===== src/hwt_pkg.sv =====
// shared constants and types of the hibernation wake timer
package hwt_pkg;

  // ****************************************
  // register map
  // ****************************************
  localparam logic [11:0] HWT_OFS_RELOAD = 12'h000;
  localparam logic [11:0] HWT_OFS_CONTROL = 12'h004;
  localparam logic [11:0] HWT_OFS_COUNT = 12'h008;
  localparam logic [11:0] HWT_OFS_STATUS = 12'h00C;
  localparam logic [11:0] HWT_OFS_MASK = 12'h010;

  // ****************************************
  // fields and reset values
  // ****************************************
  localparam int HWT_CNT_W = 16;
  localparam int HWT_CTRL_RES_BIT = 0;
  localparam int HWT_STAT_ZERO_BIT = 0;
  localparam logic [15:0] HWT_RELOAD_RST = 16'h0000;
  localparam logic [15:0] HWT_COUNT_RST = 16'h0000;
  localparam logic HWT_COARSE_RST = 1'b0;
  localparam logic HWT_STATUS_RST = 1'b0;
  localparam logic HWT_MASK_RST = 1'b0;

  // ****************************************
  // timing
  // ****************************************
  localparam int HWT_SLOW_CLK_HZ = 32768;
  localparam int HWT_COARSE_PERIOD_MS = 125;
  localparam int HWT_COARSE_DIV = HWT_SLOW_CLK_HZ * HWT_COARSE_PERIOD_MS / 1000;
  localparam int HWT_PRESC_W = $clog2(HWT_COARSE_DIV);
  localparam logic [HWT_PRESC_W-1:0] HWT_PRESC_LAST = HWT_PRESC_W'(HWT_COARSE_DIV - 1);

  // ****************************************
  // carriers
  // ****************************************
  typedef struct packed {
    logic psel;
    logic penable;
    logic pwrite;
    logic [11:0] paddr;
    logic [31:0] pwdata;
  } hwt_apb_req_t;

  typedef struct packed {
    logic [2:0] sync;
    logic slow_level;
    logic [15:0] count;
    logic [15:0] reload;
    logic coarse;
    logic running;
    logic [HWT_PRESC_W-1:0] presc;
    logic status;
    logic mask;
    logic [31:0] prdata;
  } hwt_state_t;

endpackage


===== src/hwt_wake_timer.sv =====
// hibernation wake timer with apb register slave
`timescale 1ns/100ps

module hwt_wake_timer
  import hwt_pkg::*;
(
  input wire logic pclk,
  input wire logic presetn,
  input wire hwt_apb_req_t apb_req,
  output logic [31:0] prdata,
  output logic pready,
  output logic pslverr,
  input wire logic clk_32k,
  input wire logic [1:0] sleep_en,
  output logic clk_required,
  output logic wake_timer_irq
);

  // ****************************************
  // state
  // ****************************************
  hwt_state_t st;
  hwt_state_t next_st;

  logic setup;
  logic wr_acc;
  logic rd_setup;
  logic slow_tick;
  logic step;
  logic reload_wr;
  logic hit_zero;
  logic known_addr;

  // ****************************************
  // apb decode
  // ****************************************
  // zero wait states: read data is captured in the setup cycle
  assign setup = apb_req.psel & ~apb_req.penable;
  assign rd_setup = setup & ~apb_req.pwrite;
  assign wr_acc = apb_req.psel & apb_req.penable & apb_req.pwrite;
  assign pready = apb_req.psel & apb_req.penable;
  assign prdata = st.prdata;

  always_comb begin
    case (apb_req.paddr)
      HWT_OFS_RELOAD,
      HWT_OFS_CONTROL,
      HWT_OFS_COUNT,
      HWT_OFS_STATUS,
      HWT_OFS_MASK: begin
        known_addr = 1'b1;
      end
      default: begin
        known_addr = 1'b0;
      end
    endcase
  end

  // unmapped addresses answer with an error, nothing stored
  assign pslverr = pready & ~known_addr;

  // clock request window
  // the core also updates on slow edges outside any access; the request follows psel alone
  assign clk_required = apb_req.psel;

  // sleep ignored
  // sleep_en is deliberately left unread; counting goes on regardless

  // ****************************************
  // slow clock sampling and prescaler
  // ****************************************
  // slow clock only
  // slow edge detect
  // a rising slow edge counts once the second and third stages agree
  assign slow_tick = (st.sync[1] == st.sync[2]) & st.sync[1] & ~st.slow_level;

  assign step = slow_tick & (~st.coarse | (st.presc == HWT_PRESC_LAST));

  assign reload_wr = wr_acc & (apb_req.paddr == HWT_OFS_RELOAD);

  assign hit_zero = st.running & step & (st.count == 16'h0001) & ~reload_wr;

  // ****************************************
  // next state
  // ****************************************
  always_comb begin
    next_st = st;
    // first stage feeds only the second
    next_st.sync = {st.sync[1], st.sync[0], clk_32k};
    if (st.sync[1] == st.sync[2]) begin
      next_st.slow_level = st.sync[1];
    end

    if (slow_tick) begin
      if (st.coarse) begin
        next_st.presc = st.presc + 1'b1;
      end else begin
        next_st.presc = '0;
      end
    end

    if (st.running && step) begin
      next_st.count = st.count - 16'h0001;
    end

    if (hit_zero) begin
      next_st.running = 1'b0;
    end

    if (wr_acc && known_addr) begin
      case (apb_req.paddr)
        HWT_OFS_RELOAD: begin
          next_st.reload = apb_req.pwdata[15:0];
          if (apb_req.pwdata[15:0] != 16'h0000) begin
            next_st.count = apb_req.pwdata[15:0];
            next_st.running = 1'b1;
            next_st.presc = '0;
          end else begin
            next_st.running = 1'b0;
          end
        end
        HWT_OFS_CONTROL: begin
          next_st.coarse = apb_req.pwdata[HWT_CTRL_RES_BIT];
        end
        HWT_OFS_STATUS: begin
          if (apb_req.pwdata[HWT_STAT_ZERO_BIT]) begin
            next_st.status = 1'b0;
          end
        end
        HWT_OFS_MASK: begin
          next_st.mask = apb_req.pwdata[HWT_STAT_ZERO_BIT];
        end
        default: begin
          next_st.mask = st.mask;
        end
      endcase
    end

    // set wins over a same-cycle clear
    if (hit_zero) begin
      next_st.status = 1'b1;
    end

    if (rd_setup) begin
      case (apb_req.paddr)
        HWT_OFS_RELOAD: next_st.prdata = {16'h0000, st.reload};
        HWT_OFS_CONTROL: next_st.prdata = {31'h00000000, st.coarse};
        HWT_OFS_COUNT: next_st.prdata = {16'h0000, st.count};
        HWT_OFS_STATUS: next_st.prdata = {31'h00000000, st.status};
        HWT_OFS_MASK: next_st.prdata = {31'h00000000, st.mask};
        default: next_st.prdata = 32'h00000000;
      endcase
    end
  end

  // ****************************************
  // registers
  // ****************************************
  // full reset
  always_ff @(posedge pclk or negedge presetn) begin
    if (!presetn) begin
      st.sync <= 3'h0;
      st.slow_level <= 1'b0;
      st.count <= HWT_COUNT_RST;
      st.reload <= HWT_RELOAD_RST;
      st.coarse <= HWT_COARSE_RST;
      st.running <= 1'b0;
      st.presc <= '0;
      st.status <= HWT_STATUS_RST;
      st.mask <= HWT_MASK_RST;
      st.prdata <= 32'h00000000;
    end else begin
      st <= next_st;
    end
  end

  // interrupt and wake output
  // one level serves as both interrupt and wake request
  assign wake_timer_irq = st.status & st.mask;

  // clear strobe of the sticky bit, shared by the sticky and clear checks
  logic stat_clr_wr;
  assign stat_clr_wr = wr_acc & (apb_req.paddr == HWT_OFS_STATUS)
    & apb_req.pwdata[HWT_STAT_ZERO_BIT];
endmodule


===== config.mk =====
export PLATFORM = sky130hd
export DESIGN_NAME = hwt_wake_timer
export DESIGN_NICKNAME = d
export VERILOG_FILES = /design/src/hwt_pkg.sv /design/src/hwt_wake_timer.sv
export SDC_FILE = /design/constraint.sdc
export NUM_CORES = 1
export LEC_CHECK = 0
export BUFFER_PORTS_ARGS = -buffer_cell sky130_fd_sc_hd__buf_4
export CAP_MARGIN = 15
export CORE_MARGIN = 2
export CORE_UTILIZATION = 51
export DETAILED_ROUTE_END_ITERATION = 10
export GPL_TIMING_DRIVEN = 1
export PLACE_DENSITY_LB_ADDON = 0.1
export SLEW_MARGIN = 0
export SYNTH_ARGS = -nofsm -noshare
export SYNTH_HDL_FRONTEND = slang
export SYNTH_SLANG_ARGS = --single-unit

===== constraint.sdc =====
create_clock -name pclk -period 2.63 [get_ports pclk]
set_input_delay 0.1315 -clock pclk [delete_from_list [all_inputs] [get_ports pclk]]
set_output_delay 0.1315 -clock pclk [all_outputs]
set_load 0.005 [all_outputs]

==> reports/metrics.yaml, run 1 <==
clock_tree:
  clk_latency_ps: 350
  cts_made_buffers: 9
  holdBufCountCts: 9
  cts_max_level: 3
  clockRootBuffer: "clkbuf_8"
  cts_setup_buffers: 0
  clockBufferDepth: 2
  cts-resized-gates: 0
  cts_tree: "built"
  cts_sinks: 68
  clkTransAtPathRegs_ps: 70
global_routing:
  grt_overflow: 0
  grt_pass1_vias: 2628
  antenna_found_initial: 0
  grt_first_pass_wirelength_um: 13200
  grt_use_total_pct: 22.0
  grt_max_degree: 69
drt:
  drcViolationCount: 0
  drt_wl_total_um: 7980
  vias: 2833
  drtPass1Iterations: 4
  drt_iter0_markers: 147
  wl_per_cell_um: 15.0
  viasPerCell: 5.32
  drtAntennaViolNets: 0
timing:
  rsz0062_at_grt: "false"
  max_freq_mhz: 449
  timing.final.ws_setup_ps: 405
  finalSetupViolCount: 0
  slew-limit-headroom_pct: 43.3
  fin_hold_ws_ps: 23.2
  fin_worst_skew_ps: 7.88
  min_period_ps: 2230
  fin_setup_tns_ps: 0
  tightest_slew_ps: 850
  drv_slew: 0
  hold_viol: 0
  period_share_pct: 84.6
power_and_ir_drop:
  p_seq_share_pct: 52.5
  internal_power_uw: 1510
  leakagePower_uw: 0.00193
  clockPowerShare_pct: 40.1
  swShare_pct: 24.8
  ir_drop_mv: 0.384
  p_switching_uw: 500
  p_per_area_mw_per_mm2: 477
  combPwrFrac_pct: 7.4
setup_path:
  worstSetupEndpointType: "flop"
  cp-endpoint: "st[67]$_DFF_PN0_"
  worst-r2r-cell-count: 6
  cp-start-kind: "flop"
  cp.arrival_ps: 2450
  crit_path_top_delay_cell: "nor4_4"
  cp.required_ps: 2850
  worstPathCellList: "ha_1 > nand3_2 > nor4_4 > o21ai_0 > o41ai_1 > a21oi_1"
  cp-startpoint: "st[34]$_DFF_PN0_"
  r2r-end: "st[67]$_DFF_PN0_"
  max_stage_delay_ps: 530
  crit_type: "flop to flop"
  r2r_start: "st[34]$_DFF_PN0_"
  worstPathMaxFanout: 6
  r2r_setup_slack_ps: 400
place:
  port_buffers: 53
  place_ws_ps: 445
  routabilityCongestion: 0.837
  place_hpwl_um: 5710
  postPlaceCellArea_sq_mm: 0.00394
floorplan:
  core_area_sq_mm: 0.00687
  rows: 30
  die_area_sq_mm: 0.00789
  initial_core_util_pct: 53.4
  io_pins: 88
  die_h_um: 88.8
  die_x_um: 88.8
finish:
  diodes: 0
  syn2layout_area_growth_pct: 15.1
  post-route-util_pct: 61.4
  drive_above_1_share_pct: 19.9
  final_cell_area_sq_mm: 0.00422
  nNetsFinal: 488
  nFillCells: 606
synth:
  synth_area_per_cell_sq_um: 9.40
  synthFlopType: "dfrtp_1"
  synthCells: 390
  netlist_top_cells_area: "dfrtp_1 (46%), buf_4 (7.0%), nand2_1 (6.4%)"
  synthArstFlopShare_pct: 100
  synth_top_area_share_pct: 46.4
  ys_ff_latch: 68
  yosysTopAreaCell: "dfrtp_1"
  ys_warn_count: 0
  synth_edf_count: 0
  ys_seq_area_share_pct: 46.4
  netlist_area_sq_mm: 0.00367
  yosysUniqueCellTypes: 53
run_status:
  run_status: "complete, no violations"
worst_hold_path:
  hp-class: "input port to flop"
flow_run:
  drv_cap: 0
[worst max-delay path: cells and delay by family (launching register included)]
| family | cells | cell delay (ps) |
|---|---|---|
| compound gates | 3 | 800 |
| simple gates | 2 | 670 |
| flops | 1 | 400 |
| fa+ha+maj | 1 | 220 |
[area by class of cell]
type	count	area, sq um	share of cell area [%]
sequential	68	1700	40.3
multi-input combinational	282	1680	39.7
timing repair buffer	66	518	12.3
clock buffer	11	151	3.59
tap	96	120	2.85
clock inverter	5	35.0	0.830
inverter	5	18.8	0.445
[logic make-up (layout without fill, tap and decap cells)]
kind of cell               Yosys count  after routing  share of synthesized area, %
DFF                                 68             68                          46.4
other                                1             16                         0.102
buffers and inverters               55             87                          9.45
AOI/OAI and AO/OA                   75             75                          13.0
adders and majority gates            4              4                          1.36
xor gates and xnor gates            15             15                          3.58
muxes                               20             20                          5.56
and+or+nand+nor                    152            152                          20.6
[state kept, by name (all words and copies together), names as in the netlist]
register / count
prdata: 16
st: 50
next_st: 2
[worst min path at each step]
stage / cells after the start / slack [ps] / start / endpoint
after floorplan: 0 / -160 / presetn / next_st[82]$_DFF_PN0_
after detailed placement: 1 / 240 / clk_32k / next_st[82]$_DFF_PN0_
after global routing: 2 / 10 / apb_req[15] / st[63]$_DFFE_PN0P_
after global placement: 1 / 240 / clk_32k / next_st[82]$_DFF_PN0_
after CTS: 3 / 8 / apb_req[1] / st[49]$_DFFE_PN0P_
final: 3 / 20 / apb_req[2] / st[66]$_DFF_PN0_
[layout by cell type, fill, tap and decap left out, types with 9 or more instances in the layout]
cell type      count
a21oi_1           11
clkbuf_8          11
nor3_1            10
nor2_1            30
dfrtp_1           68
nand2_1           63
buf_4             57
mux2i_1           17
dlygate4sd3_1      9
o21ai_0           32
conb_1            16
[power groups by stage]
stage / registers, uW / clock network (uW) / logic (uW)
3_3_place_gp: 1080 / 0 / 139
2_1_floorplan: 1080 / 0 / 73.0
3_5_place_dp: 1080 / 0 / 139
5_1_grt: 1060 / 876 / 168
6_report: 1060 / 807 / 149
4_1_cts: 1060 / 824 / 150
[cell usage after synthesis (2+ instances only)]
library cell  instances
dfrtp_1              68
a22o_1                6
nor4_1                8
nor3_1               10
a21oi_1              11
or3_1                 3
nand4_1               2
or4_1                 6
o21ai_0              32
xnor2_1               8
nor2_2                2
clkbuf_1             11
o22a_1                2
buf_4                34
xor2_1                7
inv_1                 5
nand2_1              63
nand3_1               8
and3_1                2
nor2_1               30
buf_1                 2
buf_2                 2
ha_1                  4
nand4b_1              2
nor2b_1               2
mux2_2                3
or2_2                 2
and2_1                3
o211ai_1              6
o41ai_1               2
mux2i_1              17
a31oi_1               5
o31ai_1               2
[layer usage]
layer | share of wire [%] | wire [um] | vias up | global-route usage (%)
li1 | - | - | 1407 | -
met1 | 51 | 4080 | 1353 | 33.4
met2 | 43 | 3440 | 65 | 31.1
met3 | 4.6 | 365 | 8 | 5.69
met4 | 1.2 | 93 | 0 | 5.92
met5 | 0 | 0 | - | 0
[stage by stage]
step           instances  total power, uW
6_report             533             2010
5_1_grt              533             2100
4_1_cts              533             2030
3_5_place_dp         508             1220
3_3_place_gp         508             1210
2_1_floorplan        405             1150
Power figures use the tool's default switching activity.
==> inputs of run 2 (changes only) <==
==> constraint.sdc (replaced) <==
create_clock -name pclk -period 2.1 [get_ports pclk]
set_input_delay 0.105 -clock pclk [delete_from_list [all_inputs] [get_ports pclk]]
set_output_delay 0.105 -clock pclk [all_outputs]
set_load 0.005 [all_outputs]
==> reports/metrics.yaml, run 2 (synthesized netlist as in run 1, its figures left out) <==
run_status:
  run_status: "complete, no violations"  # unchanged
finish:
  nNetsFinal: 509  # was 488
  multi_input_comb_area_sq_mm: 0.00171  # was 0.00168 sq mm
  largest_reg_flops: 50  # unchanged
  syn2layout_area_growth_pct: 21.7  # was 15.1%
  layout_common_cells: "buf_4 (73), dfrtp_1 (68), nand2_1 (63)"  # was dfrtp_1 (68), nand2_1 (63), buf_4 (57)
  regArea_sq_mm: 0.00170  # unchanged
  post-route-util_pct: 65.0  # was 61.4%
  diodes: 0  # unchanged
  nFillCells: 595  # was 606
  top_register: "st"  # unchanged
  layout_commonest_cell: "buf_4"  # was dfrtp_1
  final_cells: 554  # was 533
  drive_above_1_share_pct: 23.6  # was 19.9%
timing:
  hold_viol: 0  # unchanged
  finalSetupViolCount: 0  # unchanged
  tightest_slew_ps: 849  # was 850 ps
  fin_setup_tns_ps: 0  # unchanged
  min_period_ps: 1940  # was 2230 ps
  fin_hold_ws_ps: 15.2  # was 23.2 ps
  rsz0062_at_grt: "false"  # unchanged
  drv_slew: 0  # unchanged
  slew-limit-headroom_pct: 43.4  # was 43.3%
  max_freq_mhz: 515  # was 449 MHz
  period_share_pct: 92.4  # was 84.6%
  fin_worst_skew_ps: 9.12  # was 7.88 ps
setup_path:
  cp.arrival_ps: 2200  # was 2450 ps
  cp.required_ps: 2360  # was 2850 ps
  r2r_start: "next_st[83]$_DFF_PN0_"  # was st[34]$_DFF_PN0_
  max_stage_delay_ps: 400  # was 530 ps
  cp-start-kind: "flop"  # unchanged
  crit_type: "flop to flop"  # unchanged
  worstSetupEndpointType: "flop"  # unchanged
  r2r_setup_slack_ps: 160  # was 400 ps
  r2r-end: "st[76]$_DFF_PN0_"  # was st[67]$_DFF_PN0_
  worstPathMaxFanout: 8  # was 6
  worstPathCellList: "ha_2 > nand4b_2 > nor4_4 > buf_6 > o21ai_4 > or4_1 > a31oi_1"  # was ha_1 > nand3_2 > nor4_4 > o21ai_0 > o41ai_1 > a21oi_1
  worst-r2r-cell-count: 7  # was 6
  crit_path_top_delay_cell: "or4_1"  # was nor4_4
global_routing:
  grt_use_total_pct: 22.2  # was 22.0%
  grt_max_degree: 69  # unchanged
  grt_pass1_vias: 2583  # was 2628
  grt_first_pass_wirelength_um: 13300  # was 13200 um
  antenna_found_initial: 0  # unchanged
  grt_overflow: 0  # unchanged
drt:
  drcViolationCount: 0  # unchanged
  drt_wl_total_um: 8310  # was 7980 um
  viasPerCell: 5.38  # was 5.32
  drtPass1Iterations: 5  # was 4
  drtAntennaViolNets: 0  # unchanged
  wl_per_cell_um: 15.0  # about the same
  vias: 2979  # was 2833
  drt_iter0_markers: 204  # was 147
place:
  dp_cells: 523  # was 508
  place_hpwl_um: 5900  # was 5710 um
  port_buffers: 53  # unchanged
  routabilityCongestion: 0.863  # was 0.837
power_and_ir_drop:
  p_per_area_mw_per_mm2: 614  # was 477 mW/mm^2
  ir_drop_mv: 0.498  # was 0.384 mV
  total_power_uw: 2740  # was 2010 uW
  leakagePower_uw: 0.00207  # was 0.00193 uW
clock_tree:
  clkTransAtPathRegs_ps: 70  # about the same
  cts_tree: "built"  # unchanged
  clockBufferDepth: 2  # unchanged
  cts_max_level: 3  # unchanged
  cts_sinks: 68  # unchanged
  clockRootBuffer: "clkbuf_8"  # unchanged
  cts_made_buffers: 9  # unchanged
  clk_latency_ps: 340  # was 350 ps
floorplan:
  die_area_sq_mm: 0.00789  # unchanged
  core_area_sq_mm: 0.00687  # unchanged
  die_x_um: 88.8  # unchanged
  io_pins: 88  # unchanged
  rows: 30  # unchanged
  die_h_um: 88.8  # unchanged
  initial_core_util_pct: 53.4  # unchanged
worst_hold_path:
  hold-path-endpoint: "st[51]$_DFFE_PN0P_"  # was st[66]$_DFF_PN0_
  hp-class: "input port to flop"  # unchanged
  min_from: "apb_req[3]"  # was apb_req[2]
  holdPathStages: 3  # unchanged
flow_run:
  drv_cap: 0  # unchanged
-- run 2: changes by cell type in the layout (fill, tap and decap cells not counted), sizes merged --
cell,before,now
dlygate4sd3,9,13
clkinvlp,1,0
clkbuf,11,13
clkinv,3,1
bufinv,0,2
inv,6,5
buf,57,74
-- run 2: layer usage --
layer	track usage [%]	vias to the layer above	routed length (um)
li1	-	1446	-
met1	34.9	1445	4130
met2	31.8	80	3740
met3	4.48	8	362
met4	4.55	0	68
met5	0	-	0
-- run 2: worst max-delay path, delay by kind of cell, from the launching register on --
| kind | cells | cell delay, ps |
|---|---|---|
| AO/OA/AOI/OAI | 2 | 280 |
| adder cells (fa/ha/maj) | 1 | 210 |
| buffers and inverters | 1 | 180 |
| flip-flops | 1 | 370 |
| AND/OR/NAND/NOR | 3 | 830 |
-- run 2: what timing repair did --
action | in CTS | in global routing
setup buffers | 0 | 2
gates resized for setup | 0 | 7
setup endpoints to repair | 0 | 12
hold endpoints to repair | 81 | 1
hold buffers | 12 | 1
-- run 2: where the power goes --
part	total, uW	internal (uW)	leakage [uW]	switching (uW)
Sequential	1320	1320	0.000852	5.72
Clock	1220	738	0.000114	482
Combinational	201	94.2	0.00110	106
-- run 2: stage by stage --
step	area, sq um	setup slack [ps]
after global placement	4060	128
final	4460	159
after global routing	4460	2.04
after detailed placement	4060	43.9
after floorplan	3720	120
after CTS	4400	26.6
-- run 2: layout make-up --
| type | instances | area share, % |
|---|---|---|
| Multi-Input combinational cell | 282 | 38.2 |
| Sequential cell | 68 | 38.1 |
| Timing Repair Buffer | 87 | 15.4 |
| Clock buffer | 13 | 3.56 |
| Tap cell | 96 | 2.69 |
| Clock inverter | 3 | 1.54 |
| Inverter | 5 | 0.420 |
-- run 2: worst max path at each step --
stage          slack [ps]                 end                   from
3_3_place_gp          130    st[46]$_DFF_PN0_       st[34]$_DFF_PN0_
6_report              160    st[76]$_DFF_PN0_  next_st[83]$_DFF_PN0_
3_5_place_dp           40  st[33]$_DFFE_PN0P_       st[34]$_DFF_PN0_
2_1_floorplan         120    st[67]$_DFF_PN0_       st[34]$_DFF_PN0_
4_1_cts                30  st[33]$_DFFE_PN0P_       st[34]$_DFF_PN0_
5_1_grt                 2    st[78]$_DFF_PN0_  next_st[83]$_DFF_PN0_
